## src/shared/conv_clock_pkg.sv

```systemverilog
package conv_clock_pkg;

  // ----------------------------------------
  // register offsets
  // ----------------------------------------
  localparam logic [15:0] OFS_TX_CONVERTER_POWER_DOWN = 16'h0090;
  localparam logic [15:0] OFS_ANALOG_CLOCK_CONTROL = 16'h0091;
  localparam logic [15:0] OFS_CLOCK_DUTY_TRIM = 16'h0092;
  localparam logic [15:0] OFS_SYNTH_OUTPUT_DIVIDER = 16'h0093;
  localparam logic [15:0] OFS_SYNTH_BYPASS_CONTROL = 16'h0094;
  localparam logic [15:0] OFS_FRAME_BOUNDARY_COARSE_DELAY = 16'h00B0;
  localparam logic [15:0] OFS_FRAME_BOUNDARY_FINE_DELAY = 16'h00B1;
  localparam logic [15:0] OFS_BOUNDARY_DELAY_STATUS_LOW = 16'h00B2;
  localparam logic [15:0] OFS_BOUNDARY_DELAY_STATUS_HIGH = 16'h00B3;
  localparam logic [15:0] OFS_SYNC_EDGE_SKIP_COUNT = 16'h00B4;

  // ----------------------------------------
  // field positions
  // ----------------------------------------
  localparam int BIT_RECEIVER_OFF = 0;
  localparam int BIT_TX_DIGITAL_CLOCK_OFF = 3;
  localparam int BIT_DUTY_AT_HALF = 4;
  localparam int BIT_DUTY_ABOVE_HALF = 5;
  localparam int BIT_BYPASS = 0;
  localparam int BIT_AUTO_OFF_ON_BYPASS = 4;

  // ----------------------------------------
  // reset values
  // ----------------------------------------
  localparam logic [3:0] RST_CHANNEL_POWER_OFF = 4'hF;
  localparam logic [3:0] RST_POWER_DOWN_RESERVED = 4'hF;
  localparam logic RST_RECEIVER_OFF = 1'b1;
  localparam logic [3:0] RST_DUTY_TRIM = 4'h0;
  localparam logic [1:0] RST_DIVIDE_SELECT = 2'h0;
  localparam logic RST_BYPASS = 1'b0;
  localparam logic RST_AUTO_OFF_ON_BYPASS = 1'b1;
  localparam logic [4:0] RST_COARSE_DELAY = 5'h00;
  localparam logic [7:0] RST_FINE_DELAY = 8'h00;
  localparam logic [7:0] RST_SKIP_COUNT = 8'h00;
  localparam logic [11:0] RST_MEASURED = 12'h000;

  // ----------------------------------------
  // counts
  // ----------------------------------------
  localparam logic [11:0] MEASURE_LIMIT = 12'hFFF;

  typedef enum logic [1:0] {
    SEQ_IDLE = 2'b01,
    SEQ_HOLD = 2'b10
  } seq_state_t;

endpackage

```

## src/rtl/pin_sync3.sv

```systemverilog
`timescale 1ns/1ps
module pin_sync3 #(
  parameter int WIDTH = 3
) (
  input wire logic clk,
  input wire logic srst,
  input wire logic [WIDTH-1:0] pin,
  output logic [WIDTH-1:0] level
);

  typedef struct packed {
    logic [WIDTH-1:0] s1;
    logic [WIDTH-1:0] s2;
    logic [WIDTH-1:0] s3;
    logic [WIDTH-1:0] level;
  } sync_state_t;

  sync_state_t cur;
  sync_state_t next_cur;

  // a change counts only once stages two and three agree
  always_comb
  begin
    next_cur = cur;
    next_cur.s1 = pin;
    next_cur.s2 = cur.s1;
    next_cur.s3 = cur.s2;
    for (int i = 0; i < WIDTH; i++)
    begin
      if (cur.s2[i] == cur.s3[i])
      begin
        next_cur.level[i] = cur.s3[i];
      end
    end
  end

  always_ff @(posedge clk)
  begin
    if (srst)
    begin
      cur <= '0;
    end
    else
    begin
      cur <= next_cur;
    end
  end

  assign level = cur.level;

endmodule

```

## src/rtl/boundary_delay_meter.sv

```systemverilog
`timescale 1ns/1ps
module boundary_delay_meter (
  input wire logic clk,
  input wire logic srst,
  input wire logic sysref_edge,
  input wire logic boundary,
  input wire logic arm,
  input wire logic [7:0] skip_count,
  output logic sync_pulse,
  output logic [11:0] measured
);

  typedef struct packed {
    logic [11:0] since_boundary;
    logic [7:0] remaining;
    logic [11:0] measured;
    logic sync_pulse;
  } meter_state_t;

  meter_state_t cur;
  meter_state_t next_cur;

  always_comb
  begin
    next_cur = cur;
    next_cur.sync_pulse = 1'b0;
    // saturate rather than wrap so a missing boundary reads as out of range
    if (boundary)
    begin
      next_cur.since_boundary = 12'h000;
    end
    else if (cur.since_boundary != conv_clock_pkg::MEASURE_LIMIT)
    begin
      next_cur.since_boundary = cur.since_boundary + 12'h001;
    end
    if (arm)
    begin
      next_cur.remaining = skip_count;
    end
    else if (sysref_edge)
    begin
      if (cur.remaining != 8'h00)
      begin
        next_cur.remaining = cur.remaining - 8'h01;
      end
      else
      begin
        next_cur.sync_pulse = 1'b1;
        next_cur.measured = cur.since_boundary;
      end
    end
  end

  always_ff @(posedge clk)
  begin
    if (srst)
    begin
      cur <= '0;
    end
    else
    begin
      cur <= next_cur;
    end
  end

  assign sync_pulse = cur.sync_pulse;
  assign measured = cur.measured;

  a_skip_ignores_edge: assert property (@(posedge clk) disable iff (srst)
    (sysref_edge && !arm && cur.remaining != 8'h00) |=>
      (!sync_pulse && cur.remaining == $past(cur.remaining) - 8'h01))
    else $error("counted edge produced a sync");

  a_sync_captures_delay: assert property (@(posedge clk) disable iff (srst)
    (sysref_edge && !arm && cur.remaining == 8'h00) |=>
      (sync_pulse && measured == $past(cur.since_boundary)))
    else $error("sync edge did not capture the delay");

endmodule

```

## src/rtl/converter_clock_sync_regs.sv

```systemverilog
// Functional notes
// bit set powers down analog clock receiver
// read-only flags: duty above half, at half
// four-bit duty trim code, resets to zero
// divider code n divides by n plus one
// bypass bit selects direct clock over synthesizer
// auto power-off of synthesizer while bypassed
// five-bit coarse boundary delay in frames
// eight-bit fine boundary delay in cycles
// twelve-bit measured delay, split over two registers
// ignore programmed number of sync edges first
// non-zero skip count enables pulse counting
// one-shot sync uses tx clock-off and swap
// each channel bit powers down its converter
`timescale 1ns/1ps
module converter_clock_sync_regs (
  input wire logic clk,
  input wire logic srst,
  input wire logic [15:0] reg_addr,
  input wire logic [7:0] reg_wdata,
  input wire logic reg_write,
  input wire logic reg_read,
  output logic [7:0] reg_rdata,
  input wire logic duty_above_half_in,
  input wire logic duty_at_half_in,
  input wire logic sysref_in,
  input wire logic sync_swap_control,
  input wire logic lmfc_boundary,
  output logic channel0_power_off,
  output logic channel1_power_off,
  output logic channel2_power_off,
  output logic channel3_power_off,
  output logic clock_receiver_off,
  output logic [3:0] duty_trim_code,
  output logic [1:0] synth_divide_select,
  output logic synth_bypass,
  output logic synth_power_off,
  output logic converter_clk_en,
  output logic [4:0] boundary_coarse_delay,
  output logic [7:0] boundary_fine_delay,
  output logic pulse_count_mode,
  output logic tx_digital_clock_off,
  output logic sync_pulse
);

  // ----------------------------------------
  // state
  // ----------------------------------------
  typedef struct packed {
    logic [3:0] channel_off;
    logic receiver_off;
    logic [3:0] trim;
    logic [1:0] divide;
    logic bypass;
    logic auto_off;
    logic synth_off;
    logic [4:0] coarse;
    logic [7:0] fine;
    logic [7:0] skip;
    logic [7:0] rdata;
    logic [1:0] div_cnt;
    logic clk_en;
    logic swap_prev;
    logic sysref_prev;
    conv_clock_pkg::seq_state_t seq;
  } regs_state_t;

  regs_state_t cur;
  regs_state_t next_cur;

  logic [2:0] pin_level;
  logic sysref_level;
  logic above_half;
  logic at_half;
  logic sysref_edge;
  logic swap_rise;
  logic [11:0] measured;

  function automatic logic hit(input logic [15:0] addr, input logic [15:0] ofs);
    hit = (addr == ofs);
  endfunction

  // ----------------------------------------
  // pin inputs
  // ----------------------------------------
  pin_sync3 #(
    .WIDTH(3)
  ) u_pins (
    .clk(clk),
    .srst(srst),
    .pin({sysref_in, duty_above_half_in, duty_at_half_in}),
    .level(pin_level)
  );

  assign sysref_level = pin_level[2];
  assign above_half = pin_level[1];
  assign at_half = pin_level[0];
  assign sysref_edge = sysref_level && !cur.sysref_prev;
  // swap bit comes from register logic on this clock, no synchroniser
  assign swap_rise = sync_swap_control && !cur.swap_prev;

  // ----------------------------------------
  // sync edge counting and delay measure
  // ----------------------------------------
  boundary_delay_meter u_meter (
    .clk(clk),
    .srst(srst),
    .sysref_edge(sysref_edge),
    .boundary(lmfc_boundary),
    .arm(swap_rise),
    .skip_count(cur.skip),
    .sync_pulse(sync_pulse),
    .measured(measured)
  );

  // ----------------------------------------
  // read mux
  // ----------------------------------------
  function automatic logic [7:0] read_value(input logic [15:0] addr, input regs_state_t s,
                                            input logic gt, input logic eq,
                                            input logic [11:0] meas);
    logic [7:0] v;
    v = 8'h00;
    if (hit(addr, conv_clock_pkg::OFS_TX_CONVERTER_POWER_DOWN))
    begin
      v = {conv_clock_pkg::RST_POWER_DOWN_RESERVED, s.channel_off};
    end
    else if (hit(addr, conv_clock_pkg::OFS_ANALOG_CLOCK_CONTROL))
    begin
      v[conv_clock_pkg::BIT_RECEIVER_OFF] = s.receiver_off;
      v[conv_clock_pkg::BIT_TX_DIGITAL_CLOCK_OFF] = (s.seq == conv_clock_pkg::SEQ_HOLD);
    end
    else if (hit(addr, conv_clock_pkg::OFS_CLOCK_DUTY_TRIM))
    begin
      v[3:0] = s.trim;
      v[conv_clock_pkg::BIT_DUTY_AT_HALF] = eq;
      v[conv_clock_pkg::BIT_DUTY_ABOVE_HALF] = gt;
    end
    else if (hit(addr, conv_clock_pkg::OFS_SYNTH_OUTPUT_DIVIDER))
    begin
      v[1:0] = s.divide;
    end
    else if (hit(addr, conv_clock_pkg::OFS_SYNTH_BYPASS_CONTROL))
    begin
      v[conv_clock_pkg::BIT_BYPASS] = s.bypass;
      v[conv_clock_pkg::BIT_AUTO_OFF_ON_BYPASS] = s.auto_off;
    end
    else if (hit(addr, conv_clock_pkg::OFS_FRAME_BOUNDARY_COARSE_DELAY))
    begin
      v[4:0] = s.coarse;
    end
    else if (hit(addr, conv_clock_pkg::OFS_FRAME_BOUNDARY_FINE_DELAY))
    begin
      v = s.fine;
    end
    else if (hit(addr, conv_clock_pkg::OFS_BOUNDARY_DELAY_STATUS_LOW))
    begin
      v = meas[7:0];
    end
    else if (hit(addr, conv_clock_pkg::OFS_BOUNDARY_DELAY_STATUS_HIGH))
    begin
      v[3:0] = meas[11:8];
    end
    else if (hit(addr, conv_clock_pkg::OFS_SYNC_EDGE_SKIP_COUNT))
    begin
      v = s.skip;
    end
    return v;
  endfunction

  // ----------------------------------------
  // next state
  // ----------------------------------------
  always_comb
  begin
    next_cur = cur;
    next_cur.swap_prev = sync_swap_control;
    next_cur.sysref_prev = sysref_level;
    if (reg_read)
    begin
      next_cur.rdata = read_value(reg_addr, cur, above_half, at_half, measured);
    end
    if (reg_write)
    begin
      if (hit(reg_addr, conv_clock_pkg::OFS_TX_CONVERTER_POWER_DOWN))
      begin
        next_cur.channel_off = reg_wdata[3:0];
      end
      if (hit(reg_addr, conv_clock_pkg::OFS_ANALOG_CLOCK_CONTROL))
      begin
        next_cur.receiver_off = reg_wdata[conv_clock_pkg::BIT_RECEIVER_OFF];
      end
      if (hit(reg_addr, conv_clock_pkg::OFS_CLOCK_DUTY_TRIM))
      begin
        next_cur.trim = reg_wdata[3:0];
      end
      if (hit(reg_addr, conv_clock_pkg::OFS_SYNTH_OUTPUT_DIVIDER))
      begin
        next_cur.divide = reg_wdata[1:0];
      end
      if (hit(reg_addr, conv_clock_pkg::OFS_SYNTH_BYPASS_CONTROL))
      begin
        next_cur.bypass = reg_wdata[conv_clock_pkg::BIT_BYPASS];
        next_cur.auto_off = reg_wdata[conv_clock_pkg::BIT_AUTO_OFF_ON_BYPASS];
      end
      if (hit(reg_addr, conv_clock_pkg::OFS_FRAME_BOUNDARY_COARSE_DELAY))
      begin
        next_cur.coarse = reg_wdata[4:0];
      end
      if (hit(reg_addr, conv_clock_pkg::OFS_FRAME_BOUNDARY_FINE_DELAY))
      begin
        next_cur.fine = reg_wdata;
      end
      if (hit(reg_addr, conv_clock_pkg::OFS_SYNC_EDGE_SKIP_COUNT))
      begin
        next_cur.skip = reg_wdata;
      end
    end
    // synthesizer is off only while both bits are set
    next_cur.synth_off = next_cur.bypass && next_cur.auto_off;
    // direct clock gives an enable every cycle; else one in divide+1
    if (cur.bypass)
    begin
      next_cur.div_cnt = 2'h0;
      next_cur.clk_en = 1'b1;
    end
    else if (cur.div_cnt >= cur.divide)
    begin
      next_cur.div_cnt = 2'h0;
      next_cur.clk_en = 1'b1;
    end
    else
    begin
      next_cur.div_cnt = cur.div_cnt + 2'h1;
      next_cur.clk_en = 1'b0;
    end
    // one-shot sequence: tx clock held off from swap until sync lands
    case (cur.seq)
      conv_clock_pkg::SEQ_IDLE:
      begin
        if (swap_rise)
        begin
          next_cur.seq = conv_clock_pkg::SEQ_HOLD;
        end
      end
      conv_clock_pkg::SEQ_HOLD:
      begin
        if (sync_pulse)
        begin
          next_cur.seq = conv_clock_pkg::SEQ_IDLE;
        end
      end
      default:
      begin
        next_cur.seq = conv_clock_pkg::SEQ_IDLE;
      end
    endcase
  end

  // ----------------------------------------
  // registers
  // ----------------------------------------
  always_ff @(posedge clk)
  begin
    if (srst)
    begin
      cur <= '0;
      cur.channel_off <= conv_clock_pkg::RST_CHANNEL_POWER_OFF;
      cur.receiver_off <= conv_clock_pkg::RST_RECEIVER_OFF;
      cur.trim <= conv_clock_pkg::RST_DUTY_TRIM;
      cur.divide <= conv_clock_pkg::RST_DIVIDE_SELECT;
      cur.bypass <= conv_clock_pkg::RST_BYPASS;
      cur.auto_off <= conv_clock_pkg::RST_AUTO_OFF_ON_BYPASS;
      cur.coarse <= conv_clock_pkg::RST_COARSE_DELAY;
      cur.fine <= conv_clock_pkg::RST_FINE_DELAY;
      cur.skip <= conv_clock_pkg::RST_SKIP_COUNT;
      cur.seq <= conv_clock_pkg::SEQ_IDLE;
    end
    else
    begin
      cur <= next_cur;
    end
  end

  // ----------------------------------------
  // outputs
  // ----------------------------------------
  assign reg_rdata = cur.rdata;
  assign channel0_power_off = cur.channel_off[0];
  assign channel1_power_off = cur.channel_off[1];
  assign channel2_power_off = cur.channel_off[2];
  assign channel3_power_off = cur.channel_off[3];
  assign clock_receiver_off = cur.receiver_off;
  assign duty_trim_code = cur.trim;
  assign synth_divide_select = cur.divide;
  assign synth_bypass = cur.bypass;
  assign synth_power_off = cur.synth_off;
  assign converter_clk_en = cur.clk_en;
  assign boundary_coarse_delay = cur.coarse;
  assign boundary_fine_delay = cur.fine;
  assign pulse_count_mode = (cur.skip != 8'h00);
  assign tx_digital_clock_off = (cur.seq == conv_clock_pkg::SEQ_HOLD);

  // ----------------------------------------
  // checks
  // ----------------------------------------
  a_receiver_write: assert property (@(posedge clk) disable iff (srst)
    (reg_write && hit(reg_addr, conv_clock_pkg::OFS_ANALOG_CLOCK_CONTROL)) |=>
      (clock_receiver_off == $past(reg_wdata[0])))
    else $error("receiver power-down bit not written");

  a_duty_flag_read: assert property (@(posedge clk) disable iff (srst)
    (reg_read && hit(reg_addr, conv_clock_pkg::OFS_CLOCK_DUTY_TRIM)) |=>
      (reg_rdata[5:4] == $past({above_half, at_half})))
    else $error("duty flags misreported");

  a_trim_holds: assert property (@(posedge clk) disable iff (srst)
    !(reg_write && hit(reg_addr, conv_clock_pkg::OFS_CLOCK_DUTY_TRIM)) |=>
      $stable(duty_trim_code))
    else $error("trim code changed without a write");

  a_divide_by_two: assert property (@(posedge clk) disable iff (srst)
    (converter_clk_en && !synth_bypass && synth_divide_select == 2'h1 && !reg_write) |=>
      !converter_clk_en ##1 converter_clk_en)
    else $error("divide-by-two rate wrong");

  a_bypass_direct: assert property (@(posedge clk) disable iff (srst)
    (synth_bypass && $past(synth_bypass)) |-> converter_clk_en)
    else $error("bypass did not give direct clock");

  a_auto_power_off: assert property (@(posedge clk) disable iff (srst)
    (reg_write && hit(reg_addr, conv_clock_pkg::OFS_SYNTH_BYPASS_CONTROL)) |=>
      (synth_power_off == ($past(reg_wdata[0]) && $past(reg_wdata[4]))))
    else $error("synthesizer auto power-off wrong");

  a_coarse_write: assert property (@(posedge clk) disable iff (srst)
    (reg_write && hit(reg_addr, conv_clock_pkg::OFS_FRAME_BOUNDARY_COARSE_DELAY)) |=>
      (boundary_coarse_delay == $past(reg_wdata[4:0])))
    else $error("coarse delay not written");

  a_fine_write: assert property (@(posedge clk) disable iff (srst)
    (reg_write && hit(reg_addr, conv_clock_pkg::OFS_FRAME_BOUNDARY_FINE_DELAY)) |=>
      (boundary_fine_delay == $past(reg_wdata)))
    else $error("fine delay not written");

  a_status_high_read: assert property (@(posedge clk) disable iff (srst)
    (reg_read && hit(reg_addr, conv_clock_pkg::OFS_BOUNDARY_DELAY_STATUS_HIGH)) |=>
      (reg_rdata == {4'h0, $past(measured[11:8])}))
    else $error("measured delay high bits misreported");

  a_pulse_mode_off: assert property (@(posedge clk) disable iff (srst)
    (reg_write && hit(reg_addr, conv_clock_pkg::OFS_SYNC_EDGE_SKIP_COUNT)) |=>
      (pulse_count_mode == ($past(reg_wdata) != 8'h00)))
    else $error("pulse counting mode wrong");

  a_tx_clock_hold: assert property (@(posedge clk) disable iff (srst)
    (swap_rise && cur.seq == conv_clock_pkg::SEQ_IDLE) |=>
      (tx_digital_clock_off && !$past(tx_digital_clock_off)))
    else $error("tx digital clock not held off");

  a_channel_power: assert property (@(posedge clk) disable iff (srst)
    (reg_write && hit(reg_addr, conv_clock_pkg::OFS_TX_CONVERTER_POWER_DOWN)) |=>
      ({channel3_power_off, channel2_power_off, channel1_power_off,
        channel0_power_off} == $past(reg_wdata[3:0])))
    else $error("channel power-down bits not written");

endmodule

```

## config.mk

```make
export PLATFORM = sky130hd
export DESIGN_NAME = converter_clock_sync_regs
export DESIGN_NICKNAME = d
export VERILOG_FILES = /design/src/shared/conv_clock_pkg.sv /design/src/rtl/pin_sync3.sv /design/src/rtl/boundary_delay_meter.sv /design/src/rtl/converter_clock_sync_regs.sv
export SDC_FILE = /design/constraint.sdc
export NUM_CORES = 1
export LEC_CHECK = 0
export ABC_AREA = 1
export BUFFER_PORTS_ARGS = -buffer_cell sky130_fd_sc_hd__buf_2
export CORE_MARGIN = 3
export CORE_UTILIZATION = 30
export DETAILED_ROUTE_END_ITERATION = 7
export GPL_ROUTABILITY_DRIVEN = 0
export PLACE_DENSITY = 0.6
export SLEW_MARGIN = 10
export SYNTH_ARGS = -nofsm -noshare
export SYNTH_HDL_FRONTEND = slang
export SYNTH_SLANG_ARGS = --single-unit
export TNS_END_PERCENT = 100
```

## constraint.sdc

```tcl
create_clock -name clk -period 4.2 [get_ports clk]
set_input_delay 0.42 -clock clk [delete_from_list [all_inputs] [get_ports clk]]
set_output_delay 0.42 -clock clk [all_outputs]
set_load 0.01 [all_outputs]
```

==> results.sh, run 1 <==
export IMPL_start_of_the_worst_register_to_register_path="u_meter.cur[21]$_SDFFE_PP0P_"
export IMPL_ctsResizeCount=0
export IMPL_globalRouteTotalUtil_pct=14.4
export IMPL_diodes_inserted=0
export IMPL_numClockSinks=95
export IMPL_synth_yosys_warnings=0
export IMPL_floorplan_core_area_sq_um=14600
export IMPL_via_count_of_the_first_global_routing_pass=3649
export IMPL_ctsHtreeMaxLevel=3
export IMPL_outcome="finished clean"
export IMPL_critPathSlowestCell="sky130_fd_sc_hd__dfxtp_1"
export IMPL_final_antenna_net_count=0
export IMPL_syn_mean_instance_area_sq_um=7.33
export IMPL_worst_setup_path_start="u_meter.cur[21]$_SDFFE_PP0P_"
export IMPL_classification_of_the_worst_slack_hold_path="input pin to flop"
export IMPL_seq_area_frac_synth_pct=42.4
export IMPL_r2r_setup_slack_ps=2290
export IMPL_predominant_post_synthesis_flop_cell="sky130_fd_sc_hd__dfxtp_1"
export IMPL_die_width_microns=128
export IMPL_worst_r2r_path_depth=11
export IMPL_synth_largest_type_area_fraction_pct=42.4
export IMPL_clockRootBuffer="sky130_fd_sc_hd__clkbuf_16"
export IMPL_finalCoreUtilization_pct=35.0
export IMPL_dr_first_iter_drc_count=296
export IMPL_worstPathCellList="ha_1 -> nand3_1 -> nor3_2 -> nand3_2 -> nor3_4 -> nand3_4 -> clkinv_4 -> nor2_2 -> nand2_1 -> o21ai_0 -> a21oi_1"
export IMPL_area_growth_syn_to_layout_pct=13.7
export IMPL_setup_ws_ps=2290
export IMPL_netlist_top_cell_by_area="sky130_fd_sc_hd__dfxtp_1"
export IMPL_grt_setup_unrepaired="false"
export IMPL_largest_net_degree_at_the_start_of_global_routing=42
export IMPL_post_drt_wl_per_cell_microns=14.0
export IMPL_syn_inst=612
export IMPL_postCtsSetupRepairBufs=0
export IMPL_period_minus_slack_ps=1910
export IMPL_final_min_period_over_clock_period_pct=45.4
export IMPL_cts_buffer_depth=2
export IMPL_timing_critical_path_depth=11
export IMPL_critical_path_endpoint_type="flop"
export IMPL_worst_ep_required_time_ps=4470
export IMPL_critical_path_class="flop to flop"
export IMPL_drive_above_1_share_pct=18.7
export IMPL_p_per_area_nw_per_um2=368
export IMPL_detailedPlace_worstSlack_ps=2050
export IMPL_vias=3921
export IMPL_synth_lib_cells_used_distinct=41
export IMPL_timing_critical_path_slowest_cell_delay_ps=390
export IMPL_worst_path_max_fanout=8
export IMPL_yosys_top_cells_area="sky130_fd_sc_hd__dfxtp_1 (42%), sky130_fd_sc_hd__inv_1 (6.9%), sky130_fd_sc_hd__a21oi_1 (6.4%), sky130_fd_sc_hd__nand2_1 (6.1%), sky130_fd_sc_hd__nor2_1 (6.1%)"
export IMPL_site_rows=44
export IMPL_critical_path_startpoint_type="flop"
export IMPL_antenna_violations_before_repair=1
export IMPL_initial_utilization_pct=30.7
export IMPL_drt_total_wl_mm=11.7
export IMPL_synth_edff_count=0
export IMPL_setup_total_negative_slack_ps=0
export IMPL_netlist_top_cells_count="sky130_fd_sc_hd__dfxtp_1 (95), sky130_fd_sc_hd__inv_1 (83), sky130_fd_sc_hd__nand2_1 (73), sky130_fd_sc_hd__nor2_1 (73), sky130_fd_sc_hd__a21oi_1 (57)"
export IMPL_detailedPlacementHpwl_mm=8.62
export IMPL_synthMostInstantiatedCell="sky130_fd_sc_hd__dfxtp_1"
export IMPL_p_total_mw=1.88
export IMPL_design_die_area_sq_um=16500
export IMPL_synthArstFlopShare_pct=0
export IMPL_drt_pass1_iterations=5
export IMPL_worst_pin_slew_ps=1190
export IMPL_setup_viol=0
export IMPL_p_leak_nw=2.14
export IMPL_hold_path_end="u_pins.cur[11]$_SDFF_PP0_"
export IMPL_worstReg2RegEnd="u_meter.cur[25]$_SDFFE_PP0P_"
export IMPL_route_detailed_vias_per_inst=4.68
export IMPL_drt_drc_violations_left=0
export IMPL_worst_skew_pair_late_latency_ps=340
export IMPL_fp_dieH_microns=128
export IMPL_layout_nets=688
export IMPL_report_final_hold_viol_count=0
export IMPL_path_buf_inv=1
export IMPL_global_route_overflow_total=0
export IMPL_max_slew_margin_vs_limit_pct=20.4
export IMPL_worstHoldStart="sysref_in"
export IMPL_timing_final_max_slew_violations=0
export IMPL_critical_path_top_delay_family="simple AND/OR/NAND/NOR gates"
export IMPL_post_cts_hold_buffer_count=0
export IMPL_worst_ep_arrival_time_ps=2180
export IMPL_grt_first_pass_wirelength_mm=18.7
export IMPL_maxClockFrequency_mhz=524
export IMPL_mappedNetlistNets=649
export IMPL_vdd_ir_drop_worst_uv=164
export IMPL_skew_ps=4.88
export IMPL_max_cap_viol_count=0
export IMPL_yosys_register_bits=95
export IMPL_boundaryPins=71
export IMPL_clk_transition_reported_paths_ps=60
export IMPL_hold_path_depth=3
export IMPL_cts_buffers=9
export IMPL_post_synth_instance_area_sq_um=4490
export IMPL_hold_slack_ps=278
export IMPL_cts_tree="done"
export IMPL_placement_io_buffers=70
-- worst max path at each step --
stage	endpoint	slack (ps)
2_1_floorplan	u_meter.cur[25]$_SDFFE_PP0P_	2510
3_3_place_gp	reg_rdata[5]$_SDFFE_PP0P_	2020
3_5_place_dp	reg_rdata[5]$_SDFFE_PP0P_	2050
4_1_cts	u_meter.cur[25]$_SDFFE_PP0P_	2250
5_1_grt	u_meter.cur[25]$_SDFFE_PP0P_	2060
6_report	u_meter.cur[25]$_SDFFE_PP0P_	2290
-- kinds of logic after synthesis --
group           synth area share [%]
compound gates                  18.5
xor+xnor                        1.56
fa+ha+maj                       1.12
buf+inv                         14.9
flops                           42.4
mux                            0.223
simple gates                    21.3
-- per-layer routing --
| metal | wire length (microns) | share of wire [%] | vias up | global-route usage, % |
|---|---|---|---|---|
| li1 | - | - | 2045 | - |
| met1 | 5490 | 47 | 1739 | 18.7 |
| met2 | 5160 | 44 | 118 | 22.9 |
| met3 | 802 | 6.9 | 17 | 3.88 |
| met4 | 235 | 2.0 | 2 | 5.12 |
| met5 | 7 | 0.060 | - | 0 |
-- stage by stage --
step,instance area [sq um],cells
final,5100,838
after global routing,5100,838
after CTS,5100,838
after detailed placement,4800,824
after global placement,4800,824
after floorplan,4490,612
-- sequential cells by signal, indices dropped and copies added, names as in the netlist --
name and flops:
channel3_power_off 1, synth_divide_select 2, u_meter.cur 20, channel0_power_off 1, synth_bypass 1, synth_power_off 1
channel1_power_off 1, channel2_power_off 1, boundary_fine_delay 8, clock_receiver_off 1, u_pins.level 3, reg_rdata 8
duty_trim_code 4, boundary_coarse_delay 5, u_pins.cur 9, converter_clk_en 1, cur 15, u_meter.sync_pulse 1
u_meter.measured 12
-- power breakdown --
group	switching, mW	total, mW	internal (mW)
Sequential	0.00729	0.921	0.914
Clock	0.333	0.847	0.514
Combinational	0.0729	0.109	0.0361
Total	0.413	1.88	1.46
-- cell type report --
type / count / area (sq um)
fill: 1572 / 9490
multi-input combinational: 370 / 1910
sequential: 95 / 1900
inverter: 104 / 395
timing repair buffer: 71 / 358
tap: 184 / 230
clock buffer: 10 / 229
clock inverter: 4 / 72.6
-- placed cells by master (no fill, tap or decap), types with 4 or more instances in the layout --
master                      instances
sky130_fd_sc_hd__ha_1               4
sky130_fd_sc_hd__nor2_2             4
sky130_fd_sc_hd__nor4_1             4
sky130_fd_sc_hd__xor2_1             6
sky130_fd_sc_hd__nand2_1           73
sky130_fd_sc_hd__nand3_1           32
sky130_fd_sc_hd__dfxtp_1           95
sky130_fd_sc_hd__a211oi_1          15
sky130_fd_sc_hd__inv_2             20
sky130_fd_sc_hd__nor2_1            73
sky130_fd_sc_hd__clkbuf_16          9
sky130_fd_sc_hd__o22ai_1            5
sky130_fd_sc_hd__o21ai_0           31
sky130_fd_sc_hd__o21ai_1           21
sky130_fd_sc_hd__nor3_2             5
sky130_fd_sc_hd__nand4_1            7
sky130_fd_sc_hd__buf_2             70
sky130_fd_sc_hd__inv_1             83
sky130_fd_sc_hd__o211ai_1           8
sky130_fd_sc_hd__a21oi_1           57
-- worst min-delay path: stages --
cell	delay, ps
sky130_fd_sc_hd__buf_2	70
sky130_fd_sc_hd__inv_1	30
sky130_fd_sc_hd__nor2_1	60
Note: power is estimated with default switching activity, not from simulation.
==> inputs of run 2 (changes only) <==
==> constraint.sdc (replaced) <==
create_clock -name clk -period 1.85 [get_ports clk]
set_input_delay 0.185 -clock clk [delete_from_list [all_inputs] [get_ports clk]]
set_output_delay 0.185 -clock clk [all_outputs]
set_load 0.01 [all_outputs]
==> results.sh, run 2 (same netlist as run 1, synthesis figures left out) <==
export IMPL_clk_transition_reported_paths_ps=60
export IMPL_post_drt_wl_per_cell_microns=13.9
export IMPL_classification_of_the_worst_slack_hold_path="input pin to flop"
export IMPL_layout_cells_most_common_list="sky130_fd_sc_hd__dfxtp_1 (93), sky130_fd_sc_hd__inv_1 (82), sky130_fd_sc_hd__nand2_1 (73)"
export IMPL_share_seq_of_total_power_pct=47.3
export IMPL_outcome="finished clean"
export IMPL_dr_first_iter_drc_count=271
export IMPL_worstPathCellList="ha_2 -> nand3_1 -> nor3_2 -> nand3_2 -> nor3_4 -> nand3_4 -> buf_4 -> nand2_1 -> o21ai_0 -> a21oi_1"
export IMPL_worstReg2RegEnd="u_meter.cur[24]$_SDFFE_PP0P_"
export IMPL_largest_net_degree_at_the_start_of_global_routing=41
export IMPL_skew_ps=5.84
export IMPL_worst_pin_slew_ps=395
export IMPL_setup_viol=0
export IMPL_vias=4041
export IMPL_sw_share_pct=22.5
export IMPL_worst_skew_pair_late_latency_ps=350
export IMPL_diodes_inserted=0
export IMPL_cts_tree="done"
export IMPL_critPathSlowestCell="sky130_fd_sc_hd__dfxtp_2"
export IMPL_max_cap_viol_count=0
export IMPL_critical_path_startpoint_type="flop"
export IMPL_ctsHtreeMaxLevel=3
export IMPL_drt_total_wl_mm=12.1
export IMPL_drive_above_1_share_pct=23.1
export IMPL_critical_path_top_delay_family="simple AND/OR/NAND/NOR gates"
export IMPL_largest_register="u_meter.cur"
export IMPL_vdd_ir_drop_worst_uv=409
export IMPL_final_antenna_net_count=0
export IMPL_final_instance_count_excl_fill=864
export IMPL_layout_nets=712
export IMPL_timing_critical_path_depth=10
export IMPL_design_die_area_sq_um=16500
export IMPL_p_leak_nw=2.29
export IMPL_numClockSinks=95
export IMPL_detailedPlacementHpwl_mm=8.97
export IMPL_worst_setup_ep="u_meter.cur[24]$_SDFFE_PP0P_"
export IMPL_route_detailed_vias_per_inst=4.68
export IMPL_hold_path_depth=3
export IMPL_worst_r2r_path_depth=10
export IMPL_critical_path_class="flop to flop"
export IMPL_critical_path_endpoint_type="flop"
export IMPL_drt_pass1_iterations=4
export IMPL_cts_buffer_depth=2
export IMPL_final_common_cell="sky130_fd_sc_hd__dfxtp_1"
export IMPL_globalRouteTotalUtil_pct=14.8
export IMPL_timing_critical_path_slowest_cell_delay_ps=370
export IMPL_grt_first_pass_wirelength_mm=19.2
export IMPL_global_route_overflow_total=0
export IMPL_ff_latch_area_sq_um=1900
export IMPL_clockRootBuffer="sky130_fd_sc_hd__clkbuf_16"
export IMPL_initial_utilization_pct=30.7
export IMPL_worst_path_max_fanout=4
export IMPL_setup_total_negative_slack_ps=0
export IMPL_worst_setup_path_start="u_meter.cur[21]$_SDFFE_PP0P_"
export IMPL_r2r_setup_slack_ps=100
export IMPL_start_of_the_worst_register_to_register_path="u_meter.cur[21]$_SDFFE_PP0P_"
export IMPL_p_switching_uw=996
export IMPL_site_rows=44
export IMPL_multi_input_gate_area_in_the_final_layout_sq_um=1950
export IMPL_final_min_period_over_clock_period_pct=94.7
export IMPL_timing_final_max_slew_violations=0
export IMPL_cts_buffers=9
export IMPL_worst_ep_arrival_time_ps=2040
export IMPL_comb_power_share_pct=6.0
export IMPL_boundaryPins=71
export IMPL_antenna_violations_before_repair=0
export IMPL_placement_io_buffers=70
export IMPL_internal_power_mw=3.42
export IMPL_maxClockFrequency_mhz=571
export IMPL_dpl_cell_count=841
export IMPL_via_count_of_the_first_global_routing_pass=3750
export IMPL_grt_setup_unrepaired="true"
export IMPL_fp_dieH_microns=128
export IMPL_area_growth_syn_to_layout_pct=19.7
export IMPL_p_per_area_nw_per_um2=823
export IMPL_largest_reg_flops=20
export IMPL_fillerInstances=1521
export IMPL_period_minus_slack_ps=1750
export IMPL_max_slew_margin_vs_limit_pct=73.7
export IMPL_worst_ep_required_time_ps=2130
export IMPL_report_final_hold_viol_count=0
export IMPL_clockPowerShare_pct=46.7
export IMPL_drt_drc_violations_left=0
export IMPL_path_buf_inv=1
export IMPL_floorplan_core_area_sq_um=14600
export IMPL_die_width_microns=128
[run 2: cell count changes in the layout (fill, tap and decap cells not counted), sizes merged]
cell	change
clkinvlp	+1
clkbuf	+1
buf	+24
[run 2: worst min path at each step]
| stage | to | startpoint |
|---|---|---|
| global placement | u_pins.cur[11]$_SDFF_PP0_ | sysref_in |
| global route | u_pins.cur[11]$_SDFF_PP0_ | sysref_in |
| floorplan | u_pins.cur[10]$_SDFF_PP0_ | duty_above_half_in |
| detailed placement | u_pins.cur[10]$_SDFF_PP0_ | duty_above_half_in |
| CTS | u_pins.cur[10]$_SDFF_PP0_ | duty_above_half_in |
| finish | u_pins.cur[10]$_SDFF_PP0_ | duty_above_half_in |
[run 2: tightest hold or removal path: cells and delay by family]
family                 cells  cell delay (ps)
buffers and inverters      2              100
and+or+nand+nor            1               60
[run 2: power by group through the flow]
stage	combinational (mW)	clock, mW	sequential (mW)
5_1_grt	0.299	2.19	2.09
3_5_place_dp	0.257	0	2.14
6_report	0.265	2.06	2.09
2_1_floorplan	0.159	0	2.13
3_3_place_gp	0.256	0	2.14
4_1_cts	0.258	2.12	2.09
[run 2: per-layer routing]
metal | vias up | GRT usage (%) | part of all wire, % | routed length (microns)
li1 | 2115 | - | - | -
met3 | 24 | 4.42 | 7.6 | 913
met2 | 132 | 22.2 | 43 | 5210
met5 | - | 0 | 0 | 0
met4 | 0 | 6.62 | 2.8 | 333
met1 | 1770 | 19.7 | 46 | 5590
[run 2: layout make-up]
cell class,count,share of cell area [%]
repair buffers,95,10.3
well taps,184,4.29
flip-flops and latches,95,35.5
clock inverters,5,1.49
clock buffers,11,4.71
multi-input cells,370,36.4
inverters,104,7.37
[run 2: per-stage QoR]
step	cell area, sq um	utilization, %	hold slack [ps]	setup slack, ps	power (mW)
floorplan	4490	-	292	163	2.29
global placement	4940	33.9	388	2.79	2.39
detailed placement	4940	33.9	391	12.9	2.39
CTS	5310	36.4	21.5	8.96	4.46
global route	5370	36.8	39.9	-52.0	4.58
finish	5370	36.8	35.7	97.4	4.42
[run 2: timing repair]
item,in CTS,in global routing
buffers inserted,4,3
pin swaps,4,6
hold buffers,0,0
gates resized for setup,2,9
endpoints found under the setup margin,1,11
==> inputs of run 3 (changes only) <==
--- a/config.mk
+++ b/config.mk
@@ -11,6 +11,7 @@
 export CORE_UTILIZATION = 30
 export DETAILED_ROUTE_END_ITERATION = 7
 export GPL_ROUTABILITY_DRIVEN = 0
+export GPL_TIMING_DRIVEN = 0
 export PLACE_DENSITY = 0.6
 export SLEW_MARGIN = 10
 export SYNTH_ARGS = -nofsm -noshare
==> results.sh, run 3 (same netlist as run 1, synthesis figures left out) <==
export IMPL_outcome="finished clean"
export IMPL_grt_first_pass_wirelength_mm=19.7
export IMPL_setup_viol=0
export IMPL_internal_power_mw=3.39
export IMPL_worst_pin_slew_ps=658
export IMPL_clockRootBuffer="sky130_fd_sc_hd__clkbuf_16"
export IMPL_comb_power_share_pct=6.3
export IMPL_largest_register="u_meter.cur"
export IMPL_finalCoreUtilization_pct=37.9
export IMPL_dpl_cell_area_sq_um=5060
export IMPL_vdd_ir_drop_worst_uv=425
export IMPL_site_rows=44
export IMPL_drt_total_wl_mm=12.5
export IMPL_report_final_hold_viol_count=0
export IMPL_final_common_cell="sky130_fd_sc_hd__dfxtp_1"
export IMPL_detailedPlacementHpwl_mm=9.41
export IMPL_final_min_period_over_clock_period_pct=94.4
export IMPL_cts_buffers=9
export IMPL_maxClockFrequency_mhz=573
export IMPL_die_width_microns=128
export IMPL_worst_path_max_fanout=6
export IMPL_ctsHtreeMaxLevel=3
export IMPL_finish_instance_area_sq_um=5530
export IMPL_period_minus_slack_ps=1750
export IMPL_worst_ep_required_time_ps=2140
export IMPL_antenna_violations_before_repair=0
export IMPL_fp_dieH_microns=128
export IMPL_critical_path_class="flop to flop"
export IMPL_classification_of_the_worst_slack_hold_path="input pin to flop"
export IMPL_dr_first_iter_drc_count=361
export IMPL_layout_cells_most_common_list="sky130_fd_sc_hd__dfxtp_1 (92), sky130_fd_sc_hd__inv_1 (83), sky130_fd_sc_hd__nand2_1 (73)"
export IMPL_skew_ps=7.11
export IMPL_fillerInstances=1567
export IMPL_drive_above_1_share_pct=24.9
export IMPL_layout_nets=740
export IMPL_worst_skew_pair_late_latency_ps=350
export IMPL_cts_buffer_depth=2
export IMPL_route_detailed_vias_per_inst=4.63
export IMPL_cts_tree="done"
export IMPL_multi_input_gate_area_in_the_final_layout_sq_um=1970
export IMPL_max_slew_margin_vs_limit_pct=56.1
export IMPL_ff_latch_area_sq_um=1910
export IMPL_setup_total_negative_slack_ps=0
export IMPL_grt_met2_usage_pct=23.5
export IMPL_globalRouteTotalUtil_pct=15.4
export IMPL_final_antenna_net_count=0
export IMPL_initial_utilization_pct=30.7
export IMPL_clockPowerShare_pct=45.9
export IMPL_max_cap_viol_count=0
export IMPL_worst_ep_arrival_time_ps=2030
export IMPL_via_count_of_the_first_global_routing_pass=3788
export IMPL_grt_most_used_layer="met2"
export IMPL_share_seq_of_total_power_pct=47.8
export IMPL_sw_share_pct=22.6
export IMPL_design_die_area_sq_um=16500
export IMPL_timing_final_max_slew_violations=0
export IMPL_largest_reg_flops=20
export IMPL_grt_met3_usage_pct=3.83
export IMPL_diodes_inserted=0
export IMPL_p_switching_uw=988
export IMPL_floorplan_core_area_sq_um=14600
export IMPL_post_cts_hold_buffer_count=0
export IMPL_grt_util_met1_pct=20.8
export IMPL_critical_path_startpoint_type="flop"
export IMPL_vias=4128
export IMPL_drt_pass1_iterations=5
export IMPL_boundaryPins=71
export IMPL_largest_net_degree_at_the_start_of_global_routing=16
export IMPL_setup_ws_ps=104
export IMPL_global_route_overflow_total=0
export IMPL_clk_transition_reported_paths_ps=60
export IMPL_numClockSinks=95
export IMPL_worst_r2r_path_depth=11
export IMPL_drt_drc_violations_left=0
export IMPL_p_total_mw=4.37
export IMPL_placement_io_buffers=69
export IMPL_critical_path_endpoint_type="flop"
export IMPL_p_per_area_nw_per_um2=791
export IMPL_area_growth_syn_to_layout_pct=23.2
export IMPL_post_drt_wl_per_cell_microns=14.0
export IMPL_detailedPlace_worstSlack_ps=-60.0
export IMPL_p_leak_nw=2.42
export IMPL_hold_path_depth=3
-- run 3: final timing paths --
kind / from / to / slack (ps)
setup / recovery: u_meter.cur[21]$_SDFFE_PP0P_ / u_meter.cur[25]$_SDFFE_PP0P_ / 100
hold / removal: sysref_in / u_pins.cur[11]$_SDFF_PP0_ / 40
setup reg to reg: u_meter.cur[21]$_SDFFE_PP0P_ / u_meter.cur[25]$_SDFFE_PP0P_ / 100
hold reg to reg: u_pins.cur[10]$_SDFF_PP0_ / u_pins.cur[7]$_SDFF_PP0_ / 400
-- run 3: power groups by stage --
stage / combinational, mW / sequential (mW) / clock, mW
after global placement: 0.263 / 2.14 / 0
after floorplan: 0.159 / 2.13 / 0
after global routing: 0.309 / 2.09 / 2.14
final: 0.276 / 2.09 / 2.01
after detailed placement: 0.265 / 2.14 / 0
after CTS: 0.269 / 2.09 / 2.07
-- run 3: area by class of cell --
type,instances,share of cell area (%)
Multi-Input combinational cell,370,35.7
Sequential cell,95,34.5
Timing Repair Buffer,80,7.74
Inverter,104,7.15
Buffer,43,4.96
Clock buffer,10,4.32
Tap cell,184,4.16
Clock inverter,6,1.52
-- run 3: what timing repair did --
item                                   4_1_cts  5_1_grt
pin swaps                                    4        8
setup endpoints to repair                    2       23
resized for setup                            4       10
endpoints found under the hold margin        0        0
setup buffers                                5        6
-- run 3: routing by layer --
layer | up-vias | routed length [microns]
met5 | - | 0
met4 | 0 | 231
met3 | 13 | 693
met2 | 104 | 5520
met1 | 1849 | 6020
li1 | 2162 | -
-- run 3: metrics by stage --
step,instances,hold WS (ps)
finish,892,41.5
global route,892,38.5
CTS,886,25.3
detailed placement,865,392
global placement,865,393
floorplan,612,292
-- run 3: critical path, stage by stage, from the launching register on --
cell                       delay [ps]
sky130_fd_sc_hd__dfxtp_2          360
sky130_fd_sc_hd__ha_4             150
sky130_fd_sc_hd__nand3_2           90
sky130_fd_sc_hd__nor3_2           210
sky130_fd_sc_hd__nand3_2          140
sky130_fd_sc_hd__nor3_4           200
sky130_fd_sc_hd__nand3_4          140
sky130_fd_sc_hd__clkinv_4          90
sky130_fd_sc_hd__nor2_2            40
sky130_fd_sc_hd__nand2_1           70
sky130_fd_sc_hd__o21ai_0           70
sky130_fd_sc_hd__a21oi_1          130
